--- src/psmp_params.svh ---
`ifndef PSMP_PARAMS_SVH
`define PSMP_PARAMS_SVH

// ============================================================
// Register byte addresses
`define PSMP_ADDR_TRAVEL     8'h4C
`define PSMP_ADDR_PD_CFG     8'h58
`define PSMP_ADDR_GP_CFG     8'h5C
`define PSMP_ADDR_STATUS     8'h60
`define PSMP_ADDR_CMD        8'h64
`define PSMP_ADDR_IRQ_STAT   8'h68
`define PSMP_ADDR_IRQ_MASK   8'h6C

// ============================================================
// Reset values
`define PSMP_RST_PD_CFG      8'h00
`define PSMP_RST_GP_CFG      4'h0
`define PSMP_RST_CMD         8'h00
`define PSMP_RST_IRQ         4'h0

// ============================================================
// Status register bit positions
`define PSMP_ST_PD_A         0
`define PSMP_ST_PD_B         1
`define PSMP_ST_GPIO         2
`define PSMP_ST_SCAN         3
`define PSMP_ST_TRAVEL       4

// ============================================================
// Event bit positions of the interrupt status and mask registers
`define PSMP_EV_PD_A         0
`define PSMP_EV_PD_B         1
`define PSMP_EV_GPIO         2
`define PSMP_EV_HALT         3

// ============================================================
// Command register
`define PSMP_CMD_SCAN_BIT    0

`endif

--- src/psmp_pkg.sv ---
package psmp_pkg;

    // ============================================================
    // Register bus request, one cycle per access.
    typedef struct packed {
        logic [7:0]  addr;
        logic [31:0] wdata;
        logic        wr;
        logic        rd;
    } psmp_bus_req_t;

    // ============================================================
    // Paper detect configuration, bit 0 at pol_a.
    typedef struct packed {
        logic [1:0] rsvd;
        logic       stop_b;
        logic       edge_b;
        logic       pol_b;
        logic       stop_a;
        logic       edge_a;
        logic       pol_a;
    } psmp_pd_cfg_t;

    // ============================================================
    // General pin configuration, bit 0 at dir.
    typedef struct packed {
        logic out_state;
        logic edge_mode;
        logic pol;
        logic dir;
    } psmp_gp_cfg_t;

    // ============================================================
    // Post-trip travel sequencer states.
    typedef enum logic [1:0] {
        PSMP_TRV_IDLE = 2'b01,
        PSMP_TRV_WAIT = 2'b10
    } psmp_trv_state_t;

endpackage

--- src/psmp_paper_sense_ctrl.sv ---
// The address-and-strobe port was decided locally.
`include "psmp_params.svh"

// ============================================================
module psmp_paper_sense_ctrl #(
    parameter int TRAVEL_W    = 12,
    parameter int SYNC_STAGES = 2
) (
    // Clock and reset
    input  wire logic                    ref_clk_in,
    input  wire logic                    sys_rst_in,
    // Register bus
    input  wire psmp_pkg::psmp_bus_req_t bus_req_in,
    output logic [31:0]                  bus_rdata_out,
    // Paper detect inputs
    input  wire logic                    paper_detect_in_a,
    input  wire logic                    paper_detect_in_b,
    // General pin
    input  wire logic                    gpio_pin_in,
    output logic                         gpio_pin_out,
    output logic                         gpio_pin_oe_out,
    // System
    input  wire logic                    bus_suspend_in,
    input  wire logic                    full_step_in,
    output logic                         scan_active_out,
    output logic                         irq_out
);
    import psmp_pkg::*;

    generate
        if (TRAVEL_W < 1 || TRAVEL_W > 16) begin : g_chk
            $error("psmp_paper_sense_ctrl: TRAVEL_W must be 1 to 16");
        end
    endgenerate

    // ============================================================
    // Registers
    psmp_pd_cfg_t          pd_cfg_ff;
    psmp_gp_cfg_t          gp_cfg_ff;
    logic [TRAVEL_W-1:0]   travel_cfg_ff;
    logic [7:0]            cmd_ff;
    logic [3:0]            irq_stat_ff;
    logic [3:0]            irq_mask_ff;
    logic [2:0]            state_ff;
    logic [TRAVEL_W-1:0]   trv_cnt_ff;
    psmp_trv_state_t       trv_state_ff;
    logic [31:0]           rdata_ff;
    logic                  gpio_out_ff;

    logic [2:0]            nxt_state;
    logic [7:0]            nxt_cmd;
    logic [TRAVEL_W-1:0]   nxt_trv_cnt;
    psmp_trv_state_t       nxt_trv_state;
    logic [3:0]            nxt_irq_stat;
    psmp_gp_cfg_t          nxt_gp_cfg;
    logic                  nxt_gpio_out;

    // ============================================================
    // Address decode
    wire wr_travel   = bus_req_in.wr && (bus_req_in.addr == `PSMP_ADDR_TRAVEL);
    wire wr_pd_cfg   = bus_req_in.wr && (bus_req_in.addr == `PSMP_ADDR_PD_CFG);
    wire wr_gp_cfg   = bus_req_in.wr && (bus_req_in.addr == `PSMP_ADDR_GP_CFG);
    wire wr_cmd      = bus_req_in.wr && (bus_req_in.addr == `PSMP_ADDR_CMD);
    wire wr_irq_stat = bus_req_in.wr && (bus_req_in.addr == `PSMP_ADDR_IRQ_STAT);
    wire wr_irq_mask = bus_req_in.wr && (bus_req_in.addr == `PSMP_ADDR_IRQ_MASK);
    wire rd_status   = bus_req_in.rd && (bus_req_in.addr == `PSMP_ADDR_STATUS);

    // ============================================================
    // Input conditioning
    logic [2:0] true_lvl;
    logic [2:0] rise;
    wire  [2:0] pol_vec = {gp_cfg_ff.pol, pd_cfg_ff.pol_b, pd_cfg_ff.pol_a};

    psmp_in_cond #(
        .N           (3),
        .SYNC_STAGES (SYNC_STAGES)
    ) u_in_cond (
        .ref_clk_in (ref_clk_in),
        .sys_rst_in (sys_rst_in),
        .pin_in     ({gpio_pin_in, paper_detect_in_b, paper_detect_in_a}),
        .pol_in     (pol_vec),
        .true_out   (true_lvl),
        .rise_out   (rise)
    );

    wire gp_is_input = !gp_cfg_ff.dir;
    wire gp_rise     = rise[2] && gp_is_input;

    // ============================================================
    // State bits: level mode follows, edge mode latches until read; the general pin bit shows out_state while the pin is an output.
    function automatic logic state_next(input logic cur, input logic edge_mode,
                                        input logic true_now, input logic rd_clr);
        logic held;
        held = cur && !rd_clr;
        state_next = edge_mode ? (held || true_now) : true_now;
    endfunction

    assign nxt_state[`PSMP_ST_PD_A] = state_next(state_ff[0], pd_cfg_ff.edge_a, true_lvl[0], rd_status);
    assign nxt_state[`PSMP_ST_PD_B] = state_next(state_ff[1], pd_cfg_ff.edge_b, true_lvl[1], rd_status);
    assign nxt_state[`PSMP_ST_GPIO] = gp_is_input ?
                                      state_next(state_ff[2], gp_cfg_ff.edge_mode, true_lvl[2], rd_status) :
                                      gp_cfg_ff.out_state;

    // ============================================================
    // Scan stop and post-trip travel
    wire scanning   = cmd_ff[`PSMP_CMD_SCAN_BIT];
    wire trip_a     = rise[0] && pd_cfg_ff.stop_a;
    wire trip_b     = rise[1] && pd_cfg_ff.stop_b;
    wire trv_waits  = (trv_state_ff == PSMP_TRV_WAIT);
    wire trv_done   = trv_waits && (trv_cnt_ff == '0);
    wire halt_now   = scanning && (trip_a || trv_done);

    always_comb begin
        nxt_trv_state = trv_state_ff;
        nxt_trv_cnt   = trv_cnt_ff;
        case (trv_state_ff)
            PSMP_TRV_IDLE: begin
                if (scanning && trip_b) begin
                    nxt_trv_state = PSMP_TRV_WAIT;
                    nxt_trv_cnt   = travel_cfg_ff;
                end
            end
            PSMP_TRV_WAIT: begin
                if (!scanning || trv_done || trip_a) begin
                    nxt_trv_state = PSMP_TRV_IDLE;
                end else if (full_step_in) begin
                    nxt_trv_cnt = trv_cnt_ff - 1'b1;
                end
            end
            default: begin
                nxt_trv_state = PSMP_TRV_IDLE;
            end
        endcase
    end

    // A sensor halt wins over a command write in the same cycle.
    assign nxt_cmd = halt_now ? 8'h00 :
                     wr_cmd   ? bus_req_in.wdata[7:0] : cmd_ff;

    // ============================================================
    // Interrupt events; a new event wins over a write-one clear.
    wire [3:0] ev_vec;
    assign ev_vec[`PSMP_EV_PD_A] = rise[0];
    assign ev_vec[`PSMP_EV_PD_B] = rise[1];
    assign ev_vec[`PSMP_EV_GPIO] = gp_rise;
    assign ev_vec[`PSMP_EV_HALT] = halt_now;
    wire [3:0] w1c_vec = wr_irq_stat ? bus_req_in.wdata[3:0] : 4'h0;
    assign nxt_irq_stat = (irq_stat_ff & ~w1c_vec) | ev_vec;

    // ============================================================
    // Read data
    wire [31:0] status_word = {27'h000_0000, trv_waits, scanning, state_ff};
    wire [31:0] rd_mux =
        (bus_req_in.addr == `PSMP_ADDR_TRAVEL)   ? {{(32-TRAVEL_W){1'b0}}, travel_cfg_ff} :
        (bus_req_in.addr == `PSMP_ADDR_PD_CFG)   ? {24'h00_0000, pd_cfg_ff & 8'h3F} :
        (bus_req_in.addr == `PSMP_ADDR_GP_CFG)   ? {28'h000_0000, gp_cfg_ff} :
        (bus_req_in.addr == `PSMP_ADDR_STATUS)   ? status_word :
        (bus_req_in.addr == `PSMP_ADDR_CMD)      ? {24'h00_0000, cmd_ff} :
        (bus_req_in.addr == `PSMP_ADDR_IRQ_STAT) ? {28'h000_0000, irq_stat_ff} :
        (bus_req_in.addr == `PSMP_ADDR_IRQ_MASK) ? {28'h000_0000, irq_mask_ff} :
        32'h0000_0000;

    // ============================================================
    // Configuration registers; suspend returns the pin to input.
    always_ff @(posedge ref_clk_in) begin
        if (sys_rst_in) begin
            pd_cfg_ff     <= psmp_pd_cfg_t'(`PSMP_RST_PD_CFG);
            travel_cfg_ff <= '0;
            irq_mask_ff   <= `PSMP_RST_IRQ;
        end else begin
            if (wr_pd_cfg) begin
                pd_cfg_ff <= psmp_pd_cfg_t'(bus_req_in.wdata[7:0] & 8'h3F);
            end
            if (wr_travel) begin
                travel_cfg_ff <= bus_req_in.wdata[TRAVEL_W-1:0];
            end
            if (wr_irq_mask) begin
                irq_mask_ff <= bus_req_in.wdata[3:0];
            end
        end
    end

    // The drive flop is loaded from the next setting, so pin and enable change on the same edge.
    assign nxt_gp_cfg   = bus_suspend_in ? psmp_gp_cfg_t'(`PSMP_RST_GP_CFG) :
                          wr_gp_cfg      ? psmp_gp_cfg_t'(bus_req_in.wdata[3:0]) : gp_cfg_ff;
    assign nxt_gpio_out = nxt_gp_cfg.out_state && nxt_gp_cfg.dir;

    always_ff @(posedge ref_clk_in) begin
        if (sys_rst_in) begin
            gp_cfg_ff <= psmp_gp_cfg_t'(`PSMP_RST_GP_CFG);
        end else begin
            gp_cfg_ff <= nxt_gp_cfg;
        end
    end

    // ============================================================
    // Block state
    always_ff @(posedge ref_clk_in) begin
        if (sys_rst_in) begin
            cmd_ff       <= `PSMP_RST_CMD;
            state_ff     <= 3'h0;
            trv_state_ff <= PSMP_TRV_IDLE;
            trv_cnt_ff   <= '0;
            irq_stat_ff  <= `PSMP_RST_IRQ;
        end else begin
            cmd_ff       <= nxt_cmd;
            state_ff     <= nxt_state;
            trv_state_ff <= nxt_trv_state;
            trv_cnt_ff   <= nxt_trv_cnt;
            irq_stat_ff  <= nxt_irq_stat;
        end
    end

    always_ff @(posedge ref_clk_in) begin
        if (sys_rst_in) begin
            rdata_ff    <= 32'h0000_0000;
            gpio_out_ff <= 1'b0;
        end else begin
            rdata_ff    <= bus_req_in.rd ? rd_mux : 32'h0000_0000;
            gpio_out_ff <= nxt_gpio_out;
        end
    end

    // ============================================================
    // Outputs
    assign gpio_pin_out    = gpio_out_ff;
    assign gpio_pin_oe_out = gp_cfg_ff.dir;
    assign bus_rdata_out   = rdata_ff;
    assign scan_active_out = scanning;
    assign irq_out         = |(irq_stat_ff & irq_mask_ff);

    // ============================================================
    // Assertions
    property p_stop_a;
        @(posedge ref_clk_in) disable iff (sys_rst_in)
        (scanning && rise[0] && pd_cfg_ff.stop_a) |=> !scanning;
    endproperty
    a_stop_a: assert property (p_stop_a) else $error("detect A trip did not stop scan");

    property p_no_stop;
        @(posedge ref_clk_in) disable iff (sys_rst_in)
        (scanning && !pd_cfg_ff.stop_a && !trv_waits && !pd_cfg_ff.stop_b && !wr_cmd) |=> scanning;
    endproperty
    a_no_stop: assert property (p_no_stop) else $error("scan stopped with stop bits clear");

    property p_travel_end;
        @(posedge ref_clk_in) disable iff (sys_rst_in)
        (trv_waits && trv_cnt_ff == '0 && scanning) |=> !scanning && trv_state_ff == PSMP_TRV_IDLE;
    endproperty
    a_travel_end: assert property (p_travel_end) else $error("scan not stopped at end of travel");

    property p_travel_hold;
        @(posedge ref_clk_in) disable iff (sys_rst_in)
        (trv_waits && trv_cnt_ff != '0 && scanning && !full_step_in && !trip_a && !wr_cmd)
            |=> scanning && $stable(trv_cnt_ff);
    endproperty
    a_travel_hold: assert property (p_travel_hold) else $error("travel advanced without a full step");

    property p_trip_b_load;
        @(posedge ref_clk_in) disable iff (sys_rst_in)
        (!trv_waits && scanning && trip_b && !trip_a) |=> trv_waits && trv_cnt_ff == $past(travel_cfg_ff);
    endproperty
    a_trip_b_load: assert property (p_trip_b_load) else $error("detect B trip did not load travel");

    property p_level_a;
        @(posedge ref_clk_in) disable iff (sys_rst_in)
        !pd_cfg_ff.edge_a |=> state_ff[0] == $past(true_lvl[0]);
    endproperty
    a_level_a: assert property (p_level_a) else $error("detect A level state wrong");

    property p_edge_b_hold;
        @(posedge ref_clk_in) disable iff (sys_rst_in)
        (pd_cfg_ff.edge_b && state_ff[1] && !rd_status) |=> state_ff[1];
    endproperty
    a_edge_b_hold: assert property (p_edge_b_hold) else $error("detect B latched state lost");

    property p_read_clear;
        @(posedge ref_clk_in) disable iff (sys_rst_in)
        (rd_status && pd_cfg_ff.edge_a && !true_lvl[0]) |=> !state_ff[0];
    endproperty
    a_read_clear: assert property (p_read_clear) else $error("status read did not clear latch");

    property p_gpio_level;
        @(posedge ref_clk_in) disable iff (sys_rst_in)
        (gp_is_input && !gp_cfg_ff.edge_mode) |=> state_ff[2] == $past(true_lvl[2]);
    endproperty
    a_gpio_level: assert property (p_gpio_level) else $error("general pin level state wrong");

    property p_suspend_input;
        @(posedge ref_clk_in) disable iff (sys_rst_in)
        bus_suspend_in |=> !gpio_pin_oe_out && !gpio_pin_out;
    endproperty
    a_suspend_input: assert property (p_suspend_input) else $error("pin not input after suspend");

    property p_edge_a_hold;
        @(posedge ref_clk_in) disable iff (sys_rst_in)
        (pd_cfg_ff.edge_a && state_ff[0] && !rd_status) |=> state_ff[0];
    endproperty
    a_edge_a_hold: assert property (p_edge_a_hold) else $error("detect A latched state lost");

    property p_level_b;
        @(posedge ref_clk_in) disable iff (sys_rst_in)
        !pd_cfg_ff.edge_b |=> state_ff[1] == $past(true_lvl[1]);
    endproperty
    a_level_b: assert property (p_level_b) else $error("detect B level state wrong");

    property p_gpio_edge;
        @(posedge ref_clk_in) disable iff (sys_rst_in)
        (gp_is_input && gp_cfg_ff.edge_mode && rise[2]) |=> state_ff[2];
    endproperty
    a_gpio_edge: assert property (p_gpio_edge) else $error("general pin edge not latched");

    property p_gpio_drive;
        @(posedge ref_clk_in) disable iff (sys_rst_in)
        gpio_pin_out == (gp_cfg_ff.out_state && gp_cfg_ff.dir);
    endproperty
    a_gpio_drive: assert property (p_gpio_drive) else $error("general pin drive wrong");

    property p_stop_b_off;
        @(posedge ref_clk_in) disable iff (sys_rst_in)
        (!pd_cfg_ff.stop_b && !trv_waits) |=> !trv_waits;
    endproperty
    a_stop_b_off: assert property (p_stop_b_off) else $error("travel started with stop bit clear");

endmodule

--- src/psmp_in_cond.sv ---
// ============================================================
// Synchroniser, polarity and false-to-true detection for N inputs.
module psmp_in_cond #(
    parameter int N           = 3,
    parameter int SYNC_STAGES = 2
) (
    // Clock and reset
    input  wire logic         ref_clk_in,
    input  wire logic         sys_rst_in,
    // Raw pins and polarity (1: high is true)
    input  wire logic [N-1:0] pin_in,
    input  wire logic [N-1:0] pol_in,
    // Conditioned outputs
    output logic      [N-1:0] true_out,
    output logic      [N-1:0] rise_out
);

    logic [N-1:0] sync_ff [SYNC_STAGES];
    logic [N-1:0] true_ff;
    logic [N-1:0] prev_ff;

    generate
        if (N < 1 || SYNC_STAGES < 2) begin : g_chk
            $error("psmp_in_cond: N must be at least 1 and SYNC_STAGES at least 2");
        end
    endgenerate

    // The first stage feeds only the next stage.
    always_ff @(posedge ref_clk_in) begin
        if (sys_rst_in) begin
            for (int i = 0; i < SYNC_STAGES; i++) begin
                sync_ff[i] <= '0;
            end
            true_ff <= '0;
            prev_ff <= '0;
        end else begin
            sync_ff[0] <= pin_in;
            for (int i = 1; i < SYNC_STAGES; i++) begin
                sync_ff[i] <= sync_ff[i-1];
            end
            true_ff <= ~(sync_ff[SYNC_STAGES-1] ^ pol_in);
            prev_ff <= true_ff;
        end
    end

    assign true_out = true_ff;
    assign rise_out = true_ff & ~prev_ff;

    property p_one_rise;
        @(posedge ref_clk_in) disable iff (sys_rst_in)
        rise_out[0] |=> !rise_out[0];
    endproperty
    a_one_rise: assert property (p_one_rise) else $error("input event lasted more than one cycle");

endmodule

--- config.mk ---
export PLATFORM = sky130hd
export DESIGN_NAME = psmp_paper_sense_ctrl
export DESIGN_NICKNAME = d
export VERILOG_FILES = /design/src/psmp_pkg.sv /design/src/psmp_paper_sense_ctrl.sv /design/src/psmp_in_cond.sv
export VERILOG_INCLUDE_DIRS = /design/src /design/src/src
export SDC_FILE = /design/constraint.sdc
export NUM_CORES = 1
export LEC_CHECK = 0
export BUFFER_PORTS_ARGS = -buffer_cell sky130_fd_sc_hd__buf_2
export CORE_ASPECT_RATIO = 0.7
export CORE_MARGIN = 2
export CORE_UTILIZATION = 50
export DETAILED_ROUTE_END_ITERATION = 7
export MAX_ROUTING_LAYER = met4
export PLACE_DENSITY_LB_ADDON = 0.25
export SKIP_CTS_REPAIR_TIMING = 1
export SYNTH_ARGS = -nofsm -noshare
export SYNTH_HDL_FRONTEND = slang
export SYNTH_SLANG_ARGS = --single-unit
--- constraint.sdc ---
create_clock -name ref_clk_in -period 2.1 [get_ports ref_clk_in]
set_input_delay 0 -clock ref_clk_in [delete_from_list [all_inputs] [get_ports ref_clk_in]]
set_output_delay 0 -clock ref_clk_in [all_outputs]
set_load 0.02 [all_outputs]
==> impl_metrics.tcl, run 1 <==
set metrics [dict create \
    status "complete, but fails checks" \
    violations "negative hold slack" \
    layout_commonest_cell "dfxtp_1" \
    synth_ff_type "dfxtp_1" \
    dieArea_um2 8380 \
    core_area_um2 7350 \
    muxShareOfSynthArea_pct 11.8 \
    yosys_warnings 0 \
    post-route-period-util_pct 91.4 \
    dp_hpwl_um 6840 \
    regToRegSetupSlack_ps 180 \
    async_flop_share_pct 0 \
    relSlewSlack_pct 61.5 \
    port_buffers 44 \
    path_max_fanout 6 \
    finalWirelength_um 9590 \
    hold_path_end "travel_cfg_ff[2]" \
    fin_worst_skew_ps 21.1 \
    rr_startpoint "trv_cnt_ff[0]" \
    grt_pass1_vias 2909 \
    layout-drive-gt1-share_pct 19.9 \
    synthSimpleGateAreaFrac_pct 22.5 \
    viasPerCell 5.78 \
    ys_seq_elements 80 \
    cpPeakStageDelay_ps 500 \
    startpoint "trv_cnt_ff[0]" \
    yosys.area.top_type "dfxtp_1" \
    fin_setup_tns_ps 0 \
    end_kind "flip-flop" \
    rsz0062_at_grt "false" \
    min_from "bus_req_in[4]" \
    synth.avg_cell_area_um2 9.29 \
    place_ws_ps 195 \
    cap_violations 0 \
    nFillCells 657 \
    grt_use_total_pct 24.1 \
    drt_iter0_markers 315 \
    r2r-end "trv_cnt_ff[8]" \
    finish.utilization_pct 60.5 \
    dp.cells 543 \
    gp_congestion 0.895 \
    antenna_found_initial 0 \
    htreeDepth 3 \
    row_count 26 \
    leakage_uw 0.00182 \
    hp-class "in2reg" \
    postRouteAntennaNets 0 \
    tightestPinTransition_ps 576 \
    area_delta_synth_final_pct 16.2 \
    start_util_pct 52.1 \
    final_cell_mix "80 x dfxtp_1, 44 x buf_2, 42 x nor2_1, 36 x mux2i_1, 21 x nand2_1" \
    drt_first_pass_iters 4 \
    final_area_um2 4450 \
    synth_compound_area_share_pct 14.7 \
    max_freq_ghz 0.521 \
    netlist_area_um2 3830 \
    crit_arrival_ps 2220 \
    synth_top_family_by_area "simple AND/OR/NAND/NOR gates" \
    synth-adder-area-share_pct 0.654 \
    min_period_ps 1920 \
    crit_slowest_cell "a2111oi_1" \
    power_density_nw_per_um2 667 \
    synth.top_cells.by_area "dfxtp_1 42%, mux2i_1 9.4%, buf_4 4.1%" \
    clockBufferDepth 2 \
    nNetsFinal 519 \
    diodes 0 \
    vdd_drop_max_mv 0.333 \
    finalMaxSlewViolations 0 \
    synth_edf_count 0 \
    cp_cell_sequence "inv_1 -> ha_1 -> nor4bb_1 -> and4_1 -> a2111oi_1 -> o221a_2" \
    clock_latency_ps 360 \
    grt_max_degree 42 \
    io_pins 85 \
    die_y_um 77.2 \
    vias 3302 \
    dpl-instance-area_um2 4110 \
    synth.distinct_cells 62 \
    hold_viol_final 3 \
    timing.hold.ws_ps -13.6 \
    ys_seq_area_share_pct 41.8 \
    drcViolationCount 0 \
    whs_path_depth 3 \
    grt_overflow 0 \
    syn_inst 412 \
    synth-xor-area-share_pct 0.686 \
    grt_pass1_wl_um 15100 \
    cp-start-kind "flip-flop" \
    cts_num_sinks 80 \
    cts_tree "yes" \
    post_drt_wl_per_cell_um 16.8 \
    yosys.area.top_type_share_pct 41.8 \
    clk_pin_slew_ps 100 \
    path_class "reg2reg" \
    layout_setup_ws_ps 181 \
    cts_buffers 9 \
    die_x_um 109 \
    crit_required_ps 2410 \
    fin_cells 571 \
    clock-root-buffer "clkbuf_8" \
    ff2ff_path_depth 6 \
    setup_viol 0 \
]
[stage by stage]
step | power (uW) | hold slack [ps]
final | 2970 | -13.6
after global routing | 3080 | 1.50
after CTS | 2970 | -157
after detailed placement | 1770 | 221
after global placement | 1770 | 208
after floorplan | 1730 | 78.5
[cell usage after synthesis, types with 5 or more instances]
cell type	number
nand2b_1	5
mux2i_1	36
a21oi_1	19
nor3_1	16
nor2_1	42
o32ai_1	9
dfxtp_1	80
a311oi_1	5
nand2_1	21
buf_4	21
nor4_1	9
and2_1	5
clkbuf_1	17
inv_1	11
o221a_2	5
nand4_1	6
nor2b_1	17
[worst max-delay path, delay by kind of cell (launching register included)]
family / cells / cell delay, ps
compound gates: 2 / 760
fa+ha+maj: 1 / 190
buf+inv: 1 / 90
flops: 1 / 400
simple gates: 2 / 420
[worst max-delay path by stage]
stage	end	slack (ps)	cells past startpoint
final	trv_cnt_ff[8]	180	6
after global routing	trv_cnt_ff[3]	50	6
after CTS	trv_cnt_ff[8]	150	6
after detailed placement	trv_cnt_ff[8]	200	6
after global placement	trv_cnt_ff[8]	250	4
after floorplan	trv_cnt_ff[10]	410	5
[power breakdown]
group,switching (uW),total (uW),leakage [uW],internal [uW]
clock network,612,1210,0.000105,598
logic,134,210,0.00106,75.4
registers,10.3,1550,0.000649,1540
[kinds of logic after synthesis]
kind of cell,after synthesis
other cells,1
simple gates,155
flops,80
mux,40
fa+ha+maj,2
buf+inv,56
compound gates,75
xor+xnor,3
[cell type report]
class	instances	area [um^2]	area share (%)
clock buffers	10	138	3.09
clock inverters	6	75.1	1.69
inverters	11	41.3	0.928
multi-input cells	295	2010	45.1
flip-flops and latches	80	1600	36.0
well taps	98	123	2.76
repair buffers	71	465	10.5
[state kept, by name, indices dropped and copies added, names as in the netlist]
name / cells
trv_cnt_ff: 12
travel_cfg_ff: 12
state_ff: 3
gpio_pin_oe_out: 1
pd_cfg_ff: 6
irq_stat_ff: 4
irq_mask_ff: 4
trv_state_ff: 2
cmd_ff: 8
u_in_cond.sync_ff: 6
bus_rdata_out: 12
gp_cfg_ff: 3
u_in_cond.prev_ff: 3
u_in_cond.true_out: 3
gpio_pin_out: 1
[per-layer routing]
layer	part of all wire, %	track usage, %	vias up	wire length [um]
met5	0	-	-	0
met4	0.66	4.87	0	63
met3	7.7	6.97	8	738
met2	42	33.2	137	4050
met1	49	34.9	1571	4730
li1	-	-	1586	-
Note: power is estimated with default switching activity, not from simulation.
==> run 2: changes to the inputs <==
--- a/config.mk
+++ b/config.mk
@@ -6,6 +6,7 @@
 export SDC_FILE = /design/constraint.sdc
 export NUM_CORES = 1
 export LEC_CHECK = 0
+export ABC_AREA = 1
 export BUFFER_PORTS_ARGS = -buffer_cell sky130_fd_sc_hd__buf_2
 export CORE_ASPECT_RATIO = 0.7
 export CORE_MARGIN = 2
@@ -13,7 +14,6 @@
 export DETAILED_ROUTE_END_ITERATION = 7
 export MAX_ROUTING_LAYER = met4
 export PLACE_DENSITY_LB_ADDON = 0.25
-export SKIP_CTS_REPAIR_TIMING = 1
 export SYNTH_ARGS = -nofsm -noshare
 export SYNTH_HDL_FRONTEND = slang
 export SYNTH_SLANG_ARGS = --single-unit
==> run 2 against run 1 <==
The run now ends clean. Clock power fell by 16%. Power down 6.4%. Register-to-register slack better by 180 ps. Critical path depth is 7 higher. Sequential cell count did not move. Global-route usage rose by 1.2 points. Final cell count grew 27%. First-iteration DRC count decreased by 1.9%. Utilization decreased by 0.37 points. Synthesized cell count up 36%. Maximum frequency is 11% higher. Worst hold slack improved by 82 ps. Critical path type unchanged. Highest routed layer unchanged.
==> impl_metrics.tcl, run 2 <==
set metrics [dict create \
    status "finished clean" \
    finish.utilization_pct 60.1 \
    hold_viol_final 0 \
    nNetsFinal 675 \
    path_class "reg2reg" \
    htreeDepth 3 \
    synth_most_common_cell "nand2_1" \
    clockBufferDepth 2 \
    cts_num_sinks 80 \
    dpl-instance-area_um2 4090 \
    layout_commonest_cell "nand2_1" \
    cap_violations 0 \
    grt_overflow 0 \
    finalMaxSlewViolations 0 \
    yosys.area.top_type_share_pct 41.8 \
    cts_buffers 9 \
    drt_iter0_markers 309 \
    post_drt_wl_per_cell_um 12.9 \
    start_util_pct 52.1 \
    clock_latency_ps 360 \
    grt_pass1_wl_um 16000 \
    synth.top_cells.by_area "dfxtp_1 42%, nand2_1 10%, inv_1 8.1%" \
    synth.avg_cell_area_um2 6.84 \
    final_area_um2 4420 \
    area_delta_synth_final_pct 15.5 \
    ys_seq_area_share_pct 41.8 \
    cts_setup_buffers 0 \
    async_flop_share_pct 0 \
    setup_viol 0 \
    max_freq_ghz 0.577 \
    yosys_warnings 0 \
    final_cell_mix "104 x nand2_1, 83 x inv_1, 80 x dfxtp_1, 72 x nor2_1, 55 x o21ai_0" \
    syn_inst 560 \
    clk_pin_slew_ps 90 \
    relSlewSlack_pct 51.2 \
    die_x_um 109 \
    core_area_um2 7350 \
    end_kind "flip-flop" \
    dp_hpwl_um 6900 \
    drt_first_pass_iters 5 \
    postRouteAntennaNets 0 \
    path_max_fanout 11 \
    dieArea_um2 8390 \
    min_period_ps 1730 \
    power_density_nw_per_um2 628 \
    nFillCells 720 \
    die_y_um 77.2 \
    fin_setup_tns_ps 0 \
    crit_required_ps 2350 \
    hp-class "in2reg" \
    synth_ff_type "dfxtp_1" \
    cts_resized 0 \
    fin_worst_skew_ps 14.3 \
    vias 3658 \
    row_count 26 \
    clock-root-buffer "clkbuf_8" \
    finalWirelength_um 9390 \
    io_pins 85 \
    grt_max_degree 25 \
    tightestPinTransition_ps 726 \
    regToRegSetupSlack_ps 370 \
    synth_common_cells "104 x nand2_1, 83 x inv_1, 80 x dfxtp_1" \
    cp-start-kind "flip-flop" \
    ctsHoldBuffers 16 \
    timing.hold.ws_ps 67.9 \
    post-route-period-util_pct 82.6 \
    whs_path_depth 4 \
    diodes 0 \
    grt_use_total_pct 25.3 \
    ys_seq_elements 80 \
    cts_tree "yes" \
    port_buffers 44 \
    leakage_uw 0.00209 \
    netlist_area_um2 3830 \
    gp_congestion 0.927 \
    grt_pass1_vias 3321 \
    rsz0062_at_grt "false" \
    crit_arrival_ps 1980 \
    ff2ff_path_depth 13 \
    layout-drive-gt1-share_pct 12.4 \
    synth.distinct_cells 28 \
    vdd_drop_max_mv 0.526 \
    viasPerCell 5.04 \
    drcViolationCount 0 \
    yosys.area.top_type "dfxtp_1" \
    synth_edf_count 0 \
    antenna_found_initial 0 \
]
run 2: cell types whose count changed after synthesis, sizes merged, moves of 35 or more:
cell	previous run	this run
nand2	21	105
nand3	5	42
inv	11	84
o21ai	4	56
mux2i	36	0
nor2	42	77
run 2: power by group:
group | internal (uW) | leakage (uW) | switching [uW]
Sequential | 1540 | 0.000649 | 11.6
Clock | 458 | 0.0000818 | 566
Combinational | 70.0 | 0.00136 | 134
Total | 2070 | 0.00209 | 712
run 2: worst paths after layout:
| kind | start | end |
|---|---|---|
| hold / removal | bus_req_in[1] | irq_stat_ff[1] |
| setup / recovery | trv_cnt_ff[0] | trv_cnt_ff[9] |
| hold reg to reg | u_in_cond.sync_ff[0][2] | u_in_cond.sync_ff[0][5] |
| setup reg to reg | trv_cnt_ff[0] | trv_cnt_ff[9] |
run 2: routing by layer:
layer	share of wire (%)	vias to the layer above	GRT usage [%]
li1	-	1867	-
met1	48	1649	36.6
met2	43	123	35.3
met3	7.1	19	6.55
met4	1.5	0	5.90
met5	0	-	-
run 2: layout make-up:
| type | count | area (um^2) | area share, % |
|---|---|---|---|
| inverter | 84 | 315 | 7.13 |
| tap | 98 | 123 | 2.77 |
| multi-input combinational | 378 | 1750 | 39.6 |
| timing repair buffer | 71 | 463 | 10.5 |
| sequential | 80 | 1600 | 36.2 |
| clock buffer | 11 | 141 | 3.20 |
| clock inverter | 4 | 28.8 | 0.651 |
run 2: kinds of logic after synthesis:
family                     after synthesis  synth area share, %
and+or+nand+nor                        245                 28.0
buffers and inverters                  121                 14.4
AOI/OAI and AO/OA                      107                 14.1
DFF                                     80                 41.8
xor gates and xnor gates                 4                0.915
adders and majority gates                2                0.653
other                                    1               0.0979
run 2: stage by stage:
step	power, uW	instances	worst slack [ps]
after floorplan	1720	579	560
after global placement	1760	695	388
after detailed placement	1760	695	373
after CTS	2800	726	376
after global routing	2880	726	71.6
final	2780	726	366
run 2: critical path: stages (launching register included):
cell and delay [ps]:
dfxtp_1 320, inv_1 160, ha_1 180, inv_1 40
nor2_1 80, nand2_1 60, nor2_1 80, nand2_1 70
nand3_1 90, nand2_1 70, nand2_1 290, nand2_1 90
nand2_1 70, nor2_1 40
